**src/verilog/cpci_regs.svh**
```systemverilog
/*
 * Constants of the control-port command interpreter: serial timing,
 * character codes, message numbers, frame lengths, register map.
 * Assumes inclusion by bare name from every design file but the package.
 */
`ifndef CPCI_REGS_SVH
`define CPCI_REGS_SVH

// Serial timing
`define CPCI_CLK_HZ 25000000
`define CPCI_BAUD 9600
`define CPCI_BIT_CYC (`CPCI_CLK_HZ / `CPCI_BAUD)
`define CPCI_HALF_CYC (`CPCI_BIT_CYC / 2)
`define CPCI_TX_BITS 4'h9

// Character codes
`define CPCI_CH_HASH 8'h23
`define CPCI_CH_CR 8'h0D
`define CPCI_CH_LF 8'h0A
`define CPCI_CH_COMMA 8'h2C
`define CPCI_CH_ZERO 8'h30
`define CPCI_CH_ONE 8'h31
`define CPCI_CH_TWO 8'h32
`define CPCI_CH_FIVE 8'h35
`define CPCI_CH_NINE 8'h39

// Message numbers, decimal base, last acknowledge character index
`define CPCI_MSG_OUTSEL 7'h0C
`define CPCI_MSG_REQ 7'h0D
`define CPCI_MSG_POLL 7'h11
`define CPCI_MSG_EVENT 7'h3E
`define CPCI_DEC 7'h0A
`define CPCI_ACK_LAST 3'h6

// Frame lengths, hash and number included, terminator excluded
`define CPCI_LEN_DIGIT 6'h05
`define CPCI_LEN_BIAS 6'h0A
`define CPCI_LEN_POPOLD 6'h27
`define CPCI_LEN_REQ 6'h06
`define CPCI_LEN_POS 6'h1F
`define CPCI_LEN_POP 6'h28
`define CPCI_LEN_EVT 6'h07
`define CPCI_LEN_NUM 6'h03
`define CPCI_FIELD_W 320

// Register map, byte addresses
`define CPCI_REG_CFG 8'h00
`define CPCI_REG_STAT 8'h04
`define CPCI_REG_ACC 8'h08
`define CPCI_REG_DROP 8'h0C
`define CPCI_CFG_RST 32'h0000_3E33

`endif

```
**src/verilog/cpci_pkg.sv**
```systemverilog
/*
 * Types of the control-port command interpreter.
 * Assumes nothing beyond a SystemVerilog compiler.
 */
package cpci_pkg;
    typedef enum {OUT_ALL, OUT_EVENT_ONLY} cpci_out_t;
    typedef enum {COM_BCAST, COM_POLL_ACK, COM_POLL_MUTE} cpci_com_t;
    typedef enum {P_HUNT, P_NUM_HI, P_NUM_LO, P_BODY, P_LF, P_SKIP}
        cpci_parse_t;
    typedef enum {T_IDLE, T_ACK, T_STREAM} cpci_tx_t;
    typedef enum {U_IDLE, U_START, U_DATA, U_STOP} cpci_urx_t;
endpackage

```
**src/verilog/cpci_top.sv**
```systemverilog
/*
 * Control-port command interpreter: frame parser, output mode state,
 * acknowledge generator, status message scheduling, register port.
 * Assumes a message source that answers every msg_req with one
 * complete frame on the st_* stream, ending with st_last.
 */
`timescale 1ns/1ps
`default_nettype none
`include "cpci_regs.svh"

module cpci_top (
    // Clock and reset
    input wire logic clk,
    input wire logic sys_rst,
    // Control port serial pins
    input wire logic rxd,
    output logic txd,
    // Register port
    input wire logic [7:0] reg_addr,
    input wire logic [31:0] reg_wdata,
    input wire logic reg_wstb,
    input wire logic reg_rstb,
    output logic [31:0] reg_rdata,
    // Accepted commands to function units
    output logic cmd_valid,
    output logic [6:0] cmd_num,
    output logic [5:0] cmd_len,
    output logic [`CPCI_FIELD_W-1:0] cmd_chars,
    // Status message source
    input wire logic event_pending,
    output logic msg_req,
    output logic [6:0] msg_req_num,
    input wire logic st_valid,
    input wire logic [7:0] st_data,
    input wire logic st_last,
    output logic st_ready
);
    ////////////////////////////////////////////////////////////////////
    // Serial ends
    logic rx_valid;
    logic [7:0] rx_data;
    logic tx_valid;
    logic [7:0] tx_data;
    logic tx_ready;

    cpci_uart_rx u_rx (
        .clk(clk),
        .sys_rst(sys_rst),
        .rxd(rxd),
        .rx_valid(rx_valid),
        .rx_data(rx_data)
    );

    cpci_uart_tx u_tx (
        .clk(clk),
        .sys_rst(sys_rst),
        .tx_valid(tx_valid),
        .tx_data(tx_data),
        .tx_ready(tx_ready),
        .txd(txd)
    );

    ////////////////////////////////////////////////////////////////////
    // Frame parser
    function automatic logic [5:0] max_len(input logic [6:0] n);
        unique case (n)
            7'h05, 7'h07, 7'h08, 7'h09, 7'h0A, 7'h0C, 7'h0E, 7'h0F,
            7'h10, 7'h11, 7'h17, 7'h18: max_len = `CPCI_LEN_DIGIT;
            7'h06: max_len = `CPCI_LEN_BIAS;
            7'h0B: max_len = `CPCI_LEN_POPOLD;
            7'h0D: max_len = `CPCI_LEN_REQ;
            7'h13: max_len = `CPCI_LEN_POS;
            7'h15: max_len = `CPCI_LEN_POP;
            7'h16: max_len = `CPCI_LEN_EVT;
            default: max_len = 6'h00;
        endcase
    endfunction

    cpci_pkg::cpci_parse_t pstate;
    cpci_pkg::cpci_out_t out_mode;
    cpci_pkg::cpci_com_t com_mode;
    logic [3:0] num_hi;
    logic [6:0] num;
    logic [5:0] len;
    logic [`CPCI_FIELD_W-1:0] field;
    logic [15:0] acc_cnt;
    logic [15:0] drop_cnt;
    logic ack_pend;
    logic poll_pend;
    logic [6:0] poll_num;

    wire is_digit = rx_data >= `CPCI_CH_ZERO && rx_data <= `CPCI_CH_NINE;
    wire [3:0] digit = 4'(rx_data - `CPCI_CH_ZERO);
    wire [6:0] num_next = 7'({3'h0, num_hi} * `CPCI_DEC) + {3'h0, digit};
    wire [5:0] lim = max_len(num);
    wire is_lf = rx_data == `CPCI_CH_LF;
    wire body_full = len >= lim;
    wire frame_ok = rx_valid && pstate == cpci_pkg::P_LF && is_lf;
    wire frame_bad = rx_valid && (
        (pstate == cpci_pkg::P_NUM_HI && !is_digit) ||
        (pstate == cpci_pkg::P_NUM_LO && (!is_digit ||
            max_len(num_next) == 6'h00)) ||
        (pstate == cpci_pkg::P_BODY && !is_lf && body_full &&
            rx_data != `CPCI_CH_CR) ||
        (pstate == cpci_pkg::P_BODY && is_lf) ||
        (pstate == cpci_pkg::P_LF && !is_lf));

    always_ff @(posedge clk) begin
        if (sys_rst) begin
            pstate <= cpci_pkg::P_HUNT;
            num_hi <= 4'h0;
            num <= 7'h00;
            len <= 6'h00;
            field <= '0;
        end else if (rx_valid) begin
            unique case (pstate)
                cpci_pkg::P_HUNT: if (rx_data == `CPCI_CH_HASH) begin
                    pstate <= cpci_pkg::P_NUM_HI;
                    field <= '0;
                end
                cpci_pkg::P_NUM_HI: begin
                    num_hi <= digit;
                    pstate <= is_digit ? cpci_pkg::P_NUM_LO
                                       : cpci_pkg::P_SKIP;
                end
                cpci_pkg::P_NUM_LO: begin
                    num <= num_next;
                    len <= `CPCI_LEN_NUM;
                    pstate <= frame_bad ? cpci_pkg::P_SKIP
                                        : cpci_pkg::P_BODY;
                end
                cpci_pkg::P_BODY: begin
                    if (rx_data == `CPCI_CH_CR) begin
                        pstate <= cpci_pkg::P_LF;
                    end else if (frame_bad) begin
                        // Line feed without CR ends the frame here
                        pstate <= is_lf ? cpci_pkg::P_HUNT
                                        : cpci_pkg::P_SKIP;
                    end else begin
                        field <= {field[`CPCI_FIELD_W-9:0], rx_data};
                        len <= len + 6'h01;
                    end
                end
                cpci_pkg::P_LF: begin
                    pstate <= is_lf ? cpci_pkg::P_HUNT
                                    : cpci_pkg::P_SKIP;
                end
                cpci_pkg::P_SKIP: if (is_lf) begin
                    pstate <= cpci_pkg::P_HUNT;
                end
            endcase
        end
    end

    ////////////////////////////////////////////////////////////////////
    // Command effects
    wire [7:0] last_ch = field[7:0];
    wire [7:0] prev_ch = field[15:8];
    wire one_digit = len == `CPCI_LEN_DIGIT && prev_ch == `CPCI_CH_COMMA;
    wire is_outsel = frame_ok && num == `CPCI_MSG_OUTSEL && one_digit;
    wire is_comsel = frame_ok && num == `CPCI_MSG_POLL && one_digit;
    wire [3:0] req_hi = 4'(prev_ch - `CPCI_CH_ZERO);
    wire [3:0] req_lo = 4'(last_ch - `CPCI_CH_ZERO);
    wire req_digits = prev_ch >= `CPCI_CH_ZERO &&
        prev_ch <= `CPCI_CH_NINE && last_ch >= `CPCI_CH_ZERO &&
        last_ch <= `CPCI_CH_NINE;
    wire polling = com_mode != cpci_pkg::COM_BCAST;
    wire is_req = frame_ok && num == `CPCI_MSG_REQ && polling &&
        len == `CPCI_LEN_REQ && req_digits;
    wire ack_set = frame_ok && com_mode != cpci_pkg::COM_POLL_MUTE;

    logic ack_clr;
    logic poll_clr;

    always_ff @(posedge clk) begin
        if (sys_rst) begin
            out_mode <= cpci_pkg::OUT_ALL;
            com_mode <= cpci_pkg::COM_BCAST;
            ack_pend <= 1'b0;
            poll_pend <= 1'b0;
            poll_num <= 7'h00;
            cmd_valid <= 1'b0;
            cmd_num <= 7'h00;
            cmd_len <= 6'h00;
            cmd_chars <= '0;
            acc_cnt <= 16'h0000;
            drop_cnt <= 16'h0000;
        end else begin
            cmd_valid <= frame_ok;
            if (frame_ok) begin
                cmd_num <= num;
                cmd_len <= len;
                cmd_chars <= field;
                acc_cnt <= acc_cnt + 16'h0001;
            end
            if (frame_bad) begin
                drop_cnt <= drop_cnt + 16'h0001;
            end
            // Unknown digits leave the mode as it was
            if (is_outsel && last_ch == `CPCI_CH_ZERO) begin
                out_mode <= cpci_pkg::OUT_ALL;
            end else if (is_outsel && last_ch == `CPCI_CH_ONE) begin
                out_mode <= cpci_pkg::OUT_EVENT_ONLY;
            end
            if (is_comsel && last_ch == `CPCI_CH_ZERO) begin
                com_mode <= cpci_pkg::COM_BCAST;
            end else if (is_comsel && last_ch == `CPCI_CH_ONE) begin
                com_mode <= cpci_pkg::COM_POLL_ACK;
            end else if (is_comsel && last_ch == `CPCI_CH_TWO) begin
                com_mode <= cpci_pkg::COM_POLL_MUTE;
            end
            // Set wins over clear in the same cycle
            if (ack_set) begin
                ack_pend <= 1'b1;
            end else if (ack_clr) begin
                ack_pend <= 1'b0;
            end
            if (is_req) begin
                poll_pend <= 1'b1;
                poll_num <= 7'({3'h0, req_hi} * `CPCI_DEC) + {3'h0, req_lo};
            end else if (poll_clr || !polling) begin
                poll_pend <= 1'b0;
            end
        end
    end

    ////////////////////////////////////////////////////////////////////
    // Register port
    logic [31:0] cfg;
    wire [6:0] bc_first = cfg[6:0];
    wire [6:0] bc_last = cfg[14:8];
    wire sel_cfg = reg_addr == `CPCI_REG_CFG;
    wire sel_stat = reg_addr == `CPCI_REG_STAT;
    wire sel_acc = reg_addr == `CPCI_REG_ACC;
    wire sel_drop = reg_addr == `CPCI_REG_DROP;
    wire [1:0] com_code = com_mode == cpci_pkg::COM_POLL_ACK ? 2'h1 :
        com_mode == cpci_pkg::COM_POLL_MUTE ? 2'h2 : 2'h0;
    wire [31:0] stat = {17'h0_0000, cmd_num, 2'h0,
        pstate != cpci_pkg::P_HUNT, poll_pend, ack_pend, com_code,
        out_mode == cpci_pkg::OUT_EVENT_ONLY};
    wire [31:0] rd_mux = sel_cfg ? {17'h0_0000, cfg[14:8], 1'b0, cfg[6:0]}
        : sel_stat ? stat : sel_acc ? {16'h0000, acc_cnt}
        : sel_drop ? {16'h0000, drop_cnt} : 32'h0000_0000;

    always_ff @(posedge clk) begin
        if (sys_rst) begin
            cfg <= `CPCI_CFG_RST;
            reg_rdata <= 32'h0000_0000;
        end else begin
            if (reg_wstb && sel_cfg) begin
                cfg <= reg_wdata;
            end
            reg_rdata <= reg_rstb ? rd_mux : 32'h0000_0000;
        end
    end

    ////////////////////////////////////////////////////////////////////
    // Transmit scheduling; acknowledges go first
    cpci_pkg::cpci_tx_t tstate;
    logic [2:0] ack_idx;
    logic [6:0] bc_num;
    logic [7:0] ack_ch;

    always_comb begin
        unique case (ack_idx)
            3'h0: ack_ch = `CPCI_CH_HASH;
            3'h1: ack_ch = `CPCI_CH_FIVE;
            3'h2: ack_ch = `CPCI_CH_ZERO;
            3'h3: ack_ch = `CPCI_CH_COMMA;
            3'h4: ack_ch = `CPCI_CH_ONE;
            3'h5: ack_ch = `CPCI_CH_CR;
            default: ack_ch = `CPCI_CH_LF;
        endcase
    end

    wire bcast_all = !polling && out_mode == cpci_pkg::OUT_ALL;
    wire want_msg = polling ? poll_pend
        : out_mode == cpci_pkg::OUT_ALL ? 1'b1
        : event_pending;
    wire [6:0] want_num = polling ? poll_num
        : out_mode == cpci_pkg::OUT_ALL ? bc_num : `CPCI_MSG_EVENT;
    wire in_ack = tstate == cpci_pkg::T_ACK;
    wire in_stream = tstate == cpci_pkg::T_STREAM;
    wire launch_msg = tstate == cpci_pkg::T_IDLE && !ack_pend && want_msg;

    assign ack_clr = tstate == cpci_pkg::T_IDLE && ack_pend;
    assign poll_clr = launch_msg && polling;
    assign tx_valid = in_ack || (in_stream && st_valid);
    assign tx_data = in_ack ? ack_ch : st_data;
    assign st_ready = in_stream && tx_ready;

    always_ff @(posedge clk) begin
        if (sys_rst) begin
            tstate <= cpci_pkg::T_IDLE;
            ack_idx <= 3'h0;
            bc_num <= bc_first;
            msg_req <= 1'b0;
            msg_req_num <= 7'h00;
        end else begin
            msg_req <= launch_msg;
            unique case (tstate)
                cpci_pkg::T_IDLE: begin
                    ack_idx <= 3'h0;
                    if (ack_pend) begin
                        tstate <= cpci_pkg::T_ACK;
                    end else if (want_msg) begin
                        msg_req_num <= want_num;
                        tstate <= cpci_pkg::T_STREAM;
                    end
                end
                cpci_pkg::T_ACK: if (tx_ready) begin
                    ack_idx <= ack_idx + 3'h1;
                    if (ack_idx == `CPCI_ACK_LAST) begin
                        tstate <= cpci_pkg::T_IDLE;
                    end
                end
                cpci_pkg::T_STREAM: if (st_valid && tx_ready && st_last) begin
                    // Nothing awaited from the host after a frame
                    tstate <= cpci_pkg::T_IDLE;
                    if (bcast_all) begin
                        bc_num <= bc_num >= bc_last ? bc_first
                                                    : bc_num + 7'h01;
                    end
                end
            endcase
        end
    end
endmodule // cpci_top
`default_nettype wire

```
**src/verilog/cpci_uart_rx.sv**
```systemverilog
/*
 * Serial receiver, 8 data bits, no parity, one stop bit.
 * Assumes rxd is asynchronous; it is synchronised here.
 */
`timescale 1ns/1ps
`default_nettype none
`include "cpci_regs.svh"

module cpci_uart_rx (
    // Clock and reset
    input wire logic clk,
    input wire logic sys_rst,
    // Serial line
    input wire logic rxd,
    // Received characters
    output logic rx_valid,
    output logic [7:0] rx_data
);
    logic sync1;
    logic sync2;
    logic [11:0] cnt;
    logic [2:0] bitn;
    cpci_pkg::cpci_urx_t state;
    wire cnt_done = (cnt == 12'h000);

    always_ff @(posedge clk) begin
        sync1 <= rxd;
        sync2 <= sync1;
    end

    always_ff @(posedge clk) begin
        if (sys_rst) begin
            state <= cpci_pkg::U_IDLE;
            cnt <= 12'h000;
            bitn <= 3'h0;
            rx_valid <= 1'b0;
            rx_data <= 8'h00;
        end else begin
            rx_valid <= 1'b0;
            cnt <= cnt_done ? 12'h000 : cnt - 12'h001;
            unique case (state)
                cpci_pkg::U_IDLE: if (!sync2) begin
                    state <= cpci_pkg::U_START;
                    cnt <= 12'(`CPCI_HALF_CYC);
                end
                cpci_pkg::U_START: if (cnt_done) begin
                    // Glitch shorter than half a bit is not a start
                    state <= sync2 ? cpci_pkg::U_IDLE : cpci_pkg::U_DATA;
                    cnt <= 12'(`CPCI_BIT_CYC - 1);
                    bitn <= 3'h0;
                end
                cpci_pkg::U_DATA: if (cnt_done) begin
                    rx_data <= {sync2, rx_data[7:1]};
                    cnt <= 12'(`CPCI_BIT_CYC - 1);
                    bitn <= bitn + 3'h1;
                    if (bitn == 3'h7) begin
                        state <= cpci_pkg::U_STOP;
                    end
                end
                cpci_pkg::U_STOP: if (cnt_done) begin
                    // Framing error drops the character
                    rx_valid <= sync2;
                    state <= cpci_pkg::U_IDLE;
                end
            endcase
        end
    end
endmodule // cpci_uart_rx
`default_nettype wire

```
**src/verilog/cpci_uart_tx.sv**
```systemverilog
/*
 * Serial transmitter, 8 data bits, no parity, one stop bit.
 * Assumes tx_data is held while tx_valid is high and tx_ready low.
 */
`timescale 1ns/1ps
`default_nettype none
`include "cpci_regs.svh"

module cpci_uart_tx (
    // Clock and reset
    input wire logic clk,
    input wire logic sys_rst,
    // Character handshake
    input wire logic tx_valid,
    input wire logic [7:0] tx_data,
    output logic tx_ready,
    // Serial line
    output logic txd
);
    logic [9:0] shreg;
    logic [3:0] bits_left;
    logic [11:0] cnt;
    logic busy;

    assign tx_ready = !busy;

    always_ff @(posedge clk) begin
        if (sys_rst) begin
            busy <= 1'b0;
            shreg <= 10'h3FF;
            bits_left <= 4'h0;
            cnt <= 12'h000;
            txd <= 1'b1;
        end else if (!busy) begin
            txd <= 1'b1;
            if (tx_valid) begin
                busy <= 1'b1;
                shreg <= {1'b1, tx_data, 1'b0};
                bits_left <= `CPCI_TX_BITS;
                cnt <= 12'(`CPCI_BIT_CYC - 1);
                txd <= 1'b0;
            end
        end else if (cnt != 12'h000) begin
            cnt <= cnt - 12'h001;
        end else if (bits_left == 4'h0) begin
            busy <= 1'b0;
        end else begin
            shreg <= {1'b1, shreg[9:1]};
            txd <= shreg[1];
            bits_left <= bits_left - 4'h1;
            cnt <= 12'(`CPCI_BIT_CYC - 1);
        end
    end
endmodule // cpci_uart_tx
`default_nettype wire
```
**config.mk**
```make
export PLATFORM = sky130hd
export DESIGN_NAME = cpci_top
export DESIGN_NICKNAME = d
export VERILOG_FILES = /design/src/verilog/cpci_pkg.sv /design/src/verilog/cpci_top.sv /design/src/verilog/cpci_uart_rx.sv /design/src/verilog/cpci_uart_tx.sv
export VERILOG_INCLUDE_DIRS = /design/src /design/src/verilog
export SDC_FILE = /design/constraint.sdc
export NUM_CORES = 2
export LEC_CHECK = 0
export BUFFER_PORTS_ARGS = -buffer_cell sky130_fd_sc_hd__buf_4
export CAP_MARGIN = 25
export CORE_MARGIN = 10
export CORE_UTILIZATION = 57
export CTS_CLUSTER_SIZE = 10
export DETAILED_ROUTE_END_ITERATION = 10
export PLACE_DENSITY = 0.79
export SYNTH_ARGS = -nofsm -noshare
export SYNTH_HDL_FRONTEND = slang
export SYNTH_SLANG_ARGS = --single-unit
```
**constraint.sdc**
```tcl
create_clock -name clk -period 4.2 [get_ports clk]
set_input_delay 0.42 -clock clk [delete_from_list [all_inputs] [get_ports clk]]
set_output_delay 0.42 -clock clk [all_outputs]
set_load 0.01 [all_outputs]
```
# Word level (Yosys, flattened, before mapping)
# Memory sizes are Yosys's and may differ from the RTL's. A register that Yosys moved wholly into a read port is not among the register bits.
# Cells that the tools add are included.
[classes]
n_addsub = 14
mul = 2
div = 0
order_cmp = 8
eq_ne = 59
shift = 0
n_mux = 84
n_bitwise = 4
n_reduce_logical = 100
[op_table]
columns = ["operator", "n"]
rows = [
  ["$mux W320", 3],
  ["$pmux W320 S2", 1],
  ["$mux W32", 14],
  ["$eq A32 B2 Y1 const B", 7],
  ["$pmux W32 S6", 1],
  ["$eq A32 B3 Y1 const B", 5],
  ["$logic_not A32 Y1", 5],
  ["$pmux W32 S4", 1],
  ["$eq A32 B1 Y1 const B", 3],
  ["$pmux W32 S3", 1],
  ["$mux W12", 7],
  ["$reduce_bool A32 Y1", 2],
  ["$mux W7", 7],
  ["$eq A8 B6 Y1 const B", 5],
  ["$mux W10", 4],
  ["$logic_and A1 B1 Y1", 39],
  ["$pmux W6 S6", 1],
  ["$add A16 B1 Y16 const B", 2],
  ["$eq A32 B4 Y1 const B", 1],
  ["$eq A8 B4 Y1 const B", 4],
  ["$mux W16", 2],
  ["$mux W15", 2],
  ["$ge A8 B6 Y1 const B", 3],
  ["$le A8 B6 Y1 const B", 3],
  ["other kinds (50)", 148],
]
[totals]
regBits = 930
latchBits = 0
ram_bits = 0
rom_bits = 384
inputBits = 56
out_inout_bits = 376
word_cells = 311
n_memories = 2
[mem_list]
columns = ["memory", "words", "word_bits", "read_ports", "rd_clocked_by_memory_dff", "wr", "line_no", "source"]
rows = [
  ["(no name shown)", 32, 6, 1, 0, 0, "cpci_top.sv:66", "unique case (n)"],
  ["(no name shown)", 32, 6, 1, 1, 0, "cpci_top.sv:66", ""],
]

# Depth between registers and ports, before layout
[logic_depth]
depth_word = 15
depth_mapped = 12
mapped_depth_nobuf = 11

# Hierarchy
# A second synthesis with hierarchy kept.
[hier_totals]
cells_unflattened = 3993
area_unflattened_um2 = 32677.6
[modules_own_cells]
columns = ["module", "n_inst", "cells_per_inst", "area_per_inst_um2", "seq_area_each_um2"]
rows = [
  ["cpci_top", 1, 3671, 29773.6, 15564.9],
  ["cpci_uart_tx", 1, 178, 1590.3, 520.5],
  ["cpci_uart_rx", 1, 144, 1313.8, 560.5],
]

# Worst setup path before layout
# OpenSTA, ideal clock, no wires.
[synth_path]
path_kind = "register -> register"
startpoint = "reg num_hi[1]"
endpoint = "reg drop_cnt[6]"
t_arrival_ps = 2829
required_ps = 4079
slack_ps = 1251
stages_incl_launch_ff = 13
n_path_buf = 1
synth_period_minus_slack_ps = 2949
cell_sequence = "dfxtp_1 > ha_1 > ha_1 > inv_1 > fa_1 > xnor2_1 > xnor2_1 > o22ai_1 > o2111ai_1 > a21oi_1 > buf_2 > nor4_1 > mux2_2"
[synth_via]
elab_chain_len = 12
[synth_lines]
columns = ["element", "line_no", "source"]
rows = [
  ["start, declared", "cpci_top.sv:82", "logic [3:0] num_hi;"],
  ["start signal, assigned", "cpci_top.sv:122", "num_hi <= digit;"],
  ["$mul A4 B3 Y6 (no line) (*)", "--", ""],
  ["$add A7 B4 Y7 (*)", "cpci_top.sv:94", "wire [6:0] num_next = 7'({3'h0, num_hi} * `CPCI_DEC) + {3'h0, digit};"],
  ["$mem_v2 Z32 W6 or $logic_not A2 Y1 (tied branches)", "--", ""],
  ["$mux W6 (*)", "cpci_top.sv:66", ""],
  ["$logic_not A6 Y1 (*)", "cpci_top.sv:102", "max_len(num_next) == 6'h00)) ||"],
  ["$logic_or A1 B1 Y1 (*)", "cpci_top.sv:101", "(pstate == cpci_pkg::P_NUM_LO && (!is_digit ||"],
  ["$logic_and A1 B1 Y1 (*)", "cpci_top.sv:101", ""],
  ["$logic_or A1 B1 Y1 (*) (4 in series)", "cpci_top.sv:100", "(pstate == cpci_pkg::P_NUM_HI && !is_digit) ||"],
  ["$logic_and A1 B1 Y1 (*)", "cpci_top.sv:99", "wire frame_bad = rx_valid && ("],
  ["end signal, assigned", "cpci_top.sv:197", "drop_cnt <= drop_cnt + 16'h0001;"],
  ["end, declared", "cpci_top.sv:87", "logic [15:0] drop_cnt;"],
]
# Mark *: on every way between the ends. The rest lies on a longest branch, timed or not.
# A chain may end at the register's enable or synchronous reset.

# Worst setup path in the final report
[layout_path]
startpoint = "reg num[6]"
endpoint = "reg field[33]"
[layout_via]
elab_chain_len = 11
[layout_lines]
columns = ["element", "line_no", "source"]
rows = [
  ["start, declared", "cpci_top.sv:83", "logic [6:0] num;"],
  ["start signal, assigned", "cpci_top.sv:127", "num <= num_next;"],
  ["$logic_not A2 Y1", "cpci_top.sv:66", ""],
  ["$mux W6", "cpci_top.sv:66", ""],
  ["$ge A6 B6 Y1", "cpci_top.sv:97", "wire body_full = len >= lim;"],
  ["$logic_and A1 B1 Y1", "cpci_top.sv:103", "(pstate == cpci_pkg::P_BODY && !is_lf && body_full &&"],
  ["$logic_and A1 B1 Y1 (no line)", "--", ""],
  ["$logic_or A1 B1 Y1 (3 in series)", "cpci_top.sv:100", ""],
  ["$logic_and A1 B1 Y1", "cpci_top.sv:99", ""],
  ["$ne A2 B2 Y1 (no line)", "--", ""],
  ["$reduce_and A5 Y1 (no line)", "--", ""],
  ["end signal, assigned", "cpci_top.sv:140", "field <= {field[`CPCI_FIELD_W-9:0], rx_data};"],
  ["end, declared", "cpci_top.sv:85", "logic [`CPCI_FIELD_W-1:0] field;"],
]
# Every way passes these cells.

==> results.sh <==
export IMPL_final_max_slew_viol_count=0
export IMPL_dpl_cell_area_mm2=0.0333
export IMPL_synth_top_cell_area_share_pct=54.4
export IMPL_max_slew_margin_pct=15.9
export IMPL_worst_slew_pin_slew_ps=1260
export IMPL_path_cells="nor2_1, and2_1, ha_1, nand2b_1, a2111oi_0, o31ai_1, a211o_1, a221oi_1, nor2_4, buf_12, a22o_1"
export IMPL_ys_top_cells_by_area="dfxtp_1, a22o_1, nand2_1, a21oi_1, ha_1"
export IMPL_max_freq_mhz=270
export IMPL_die_area_mm2=0.0626
export IMPL_swShare_pct=22.9
export IMPL_ir_drop_mv=0.319
export IMPL_layout_min_cycle_time_ps=3700
export IMPL_drc_errors=0
export IMPL_crit_reg2reg_launch="num[6]"
export IMPL_hp_class="input port to register"
export IMPL_via_count=24700
export IMPL_cp_start_kind="register"
export IMPL_row_count=84
export IMPL_initial_core_util_pct=57.5
export IMPL_firstDrtPassIters=5
export IMPL_ys_flop_type="dfxtp_1"
export IMPL_synth_edf_count=7
export IMPL_drive_above_1_share_pct=15.8
export IMPL_slowest_stage="a221oi_1"
export IMPL_powerDensity_mw_per_mm2=451
export IMPL_hold_start="reg_wdata[2]"
export IMPL_worstSetupPathType="register to register"
export IMPL_grt_pass1_vias=24000
export IMPL_core_area_mm2=0.0526
export IMPL_gr_total_overflow=0
export IMPL_clkPwrFrac_pct=44.0
export IMPL_clkTransAtPathRegs_ps=50
export IMPL_cts_buffers=94
export IMPL_crit_arrival_ps=4210
export IMPL_gp_congestion=0.854
export IMPL_startpoint="num[6]"
export IMPL_async_flop_share_pct=0
export IMPL_root_buffer="clkbuf_16"
export IMPL_rsz0062_at_grt="false"
export IMPL_area_growth_pct=19.1
export IMPL_drt_total_wl_mm=80.8
export IMPL_setup_tns_ps=0
export IMPL_grt_pass1_wl_mm=129
export IMPL_p_int_mw=12.5
export IMPL_r2r_setup_slack_ps=500
export IMPL_die_w_um=250
export IMPL_design_area_mm2=0.0360
export IMPL_syn_area_per_cell_um2=9.32
export IMPL_grt_max_degree=244
export IMPL_nNetsFinal=3644
export IMPL_period_share_pct=88.1
export IMPL_ant_nets=0
export IMPL_layout_common_cells="dfxtp_1, nand2_1, buf_4"
export IMPL_p_leak_nw=14.0
export IMPL_antenna_found_initial=0
export IMPL_post_cts_buffers=0
export IMPL_hpwl_mm=52.9
export IMPL_hold_ws_ps=41.2
export IMPL_clock_latency_ps=630
export IMPL_crit_fanout=156
export IMPL_h_tree_depth=3
export IMPL_die_y_um=250
export IMPL_cp_end_kind="register"
export IMPL_maxCapViolCount=0
export IMPL_cts_tree="done"
export IMPL_port_buffers=397
export IMPL_ctsResizeCount=0
export IMPL_io_pins=432
export IMPL_hold_violations=0
export IMPL_switching_power_mw=3.72
export IMPL_via_per_inst=5.82
export IMPL_grt_total_usage_pct=24.4
export IMPL_postSynthCellCount=3242
export IMPL_synth_cell_types=78
export IMPL_n_antenna_cell=0
export IMPL_clock_sinks=828
export IMPL_pwr_share_comb_pct=6.0
export IMPL_routedWlPerCell_um=19.1
export IMPL_ys_ff_latch=828
export IMPL_ys_warn_count=0
export IMPL_status="finished clean"
export IMPL_finalSetupViolCount=0
export IMPL_seqPwrFrac_pct=50.0
export IMPL_yosys_area_top_type="dfxtp_1"
export IMPL_finalPower_mw=16.3
export IMPL_cts_buffer_depth=3
export IMPL_ys_seq_area_share_pct=55.1
export IMPL_cp_required_ps=4710
export IMPL_dr_first_iter_drc_count=1995
export IMPL_cpPeakStageDelay_ps=490
export IMPL_syn_area_mm2=0.0302
export IMPL_final_common_cell="dfxtp_1"
export IMPL_fillers=4020
export IMPL_fin_worst_skew_ps=18.2
==> power groups by stage <==
stage	registers [mW]	clock network, mW	logic, mW
after floorplan	8.25	0	0.765
after global placement	8.27	0	0.905
after detailed placement	8.28	0	0.950
after CTS	8.12	7.27	0.965
after global routing	8.13	7.57	1.09
final	8.12	7.15	0.980
==> cells in the mapped netlist, types with 4 or more instances <==
cell type,count
o22ai_1,4
xnor2_1,28
or4_1,4
dfxtp_1,821
nand4_1,14
nand3_1,35
nand2_1,743
nor4b_1,4
fa_1,4
a22o_1,320
nand3b_1,4
a221oi_1,14
nor3_1,41
buf_1,6
o21a_1,5
o21ai_0,49
mux2_2,6
a211oi_1,15
buf_2,46
buf_4,27
inv_1,45
nor2_1,134
or3_1,21
a311oi_1,4
nand2b_1,11
ha_1,51
mux2i_1,49
a31oi_1,6
and3_1,8
a21oi_1,404
nor2b_1,16
a211o_1,16
o31ai_1,5
or2_2,8
nor3b_1,5
clkbuf_1,165
xor2_1,20
edfxtp_1,7
nor4_1,10
a21o_1,8
==> critical path, delay by kind of cell (launching register included) <==
family / cells / cell delay, ps
compound gates: 5 / 1820
fa+ha+maj: 1 / 210
buf+inv: 1 / 240
flops: 1 / 360
simple gates: 4 / 700
==> metrics by stage <==
step,utilization [%],instances,setup slack [ps]
floorplan,-,3257,1250
global placement,63.4,4114,698
detailed placement,63.4,4114,668
CTS,68.5,4236,649
global route,68.5,4237,344
finish,68.5,4237,499
==> logic make-up (layout without fill, tap and decap cells) <==
kind of cell	count (synthesis)	count (layout)	synth area share [%]
compound gates	869	869	19.4
xor+xnor	48	48	1.39
fa+ha+maj	55	55	2.38
buf+inv	295	587	4.34
flops	828	828	55.1
mux	57	57	2.00
other cells	1	16	0.0124
simple gates	1089	1089	15.4
==> flip-flops by register name, summed over array words and instances (netlist names), 7 cells and up, named ones only <==
name          count
acc_cnt          16
msg_req_num       7
cfg              14
num               7
field           320
drop_cnt         16
u_rx.rx_data      8
u_tx.shreg        8
cmd_chars       320
poll_num          7
u_tx.cnt         12
bc_num            7
reg_rdata        16
cmd_num           7
u_rx.cnt         12
==> timing repair <==
item                                    in CTS  in global routing
hold endpoints to repair                    10                  0
hold buffers                                10                  0
endpoints found under the setup margin       0                  0
==> routing by layer <==
| layer | up-vias | global-route usage [%] | wire length [um] |
|---|---|---|---|
| met5 | - | 0 | 0 |
| met4 | 0 | 8.92 | 2210 |
| met3 | 126 | 5.86 | 5750 |
| met2 | 806 | 39.8 | 39000 |
| met1 | 12000 | 31.0 | 33900 |
| li1 | 11800 | - | - |
==> path summary, 6_finish.rpt <==
path                     end  depth (start not counted)
setup reg to reg   field[33]                         11
setup / recovery   field[33]                         11
hold reg to reg   u_rx.sync2                          0
hold / removal        cfg[2]                          3
==> cell type report <==
class                   count  area [um2]  area share [%]
clock buffers             103        2410            6.69
flip-flops and latches    828       16600            46.2
well taps                 688         861            2.39
repair buffers            429        3390            9.43
inverters                  46         173           0.480
multi-input cells        2134       12400            34.3
clock inverters             9         168           0.466
(Power assumes the default switching activity.)
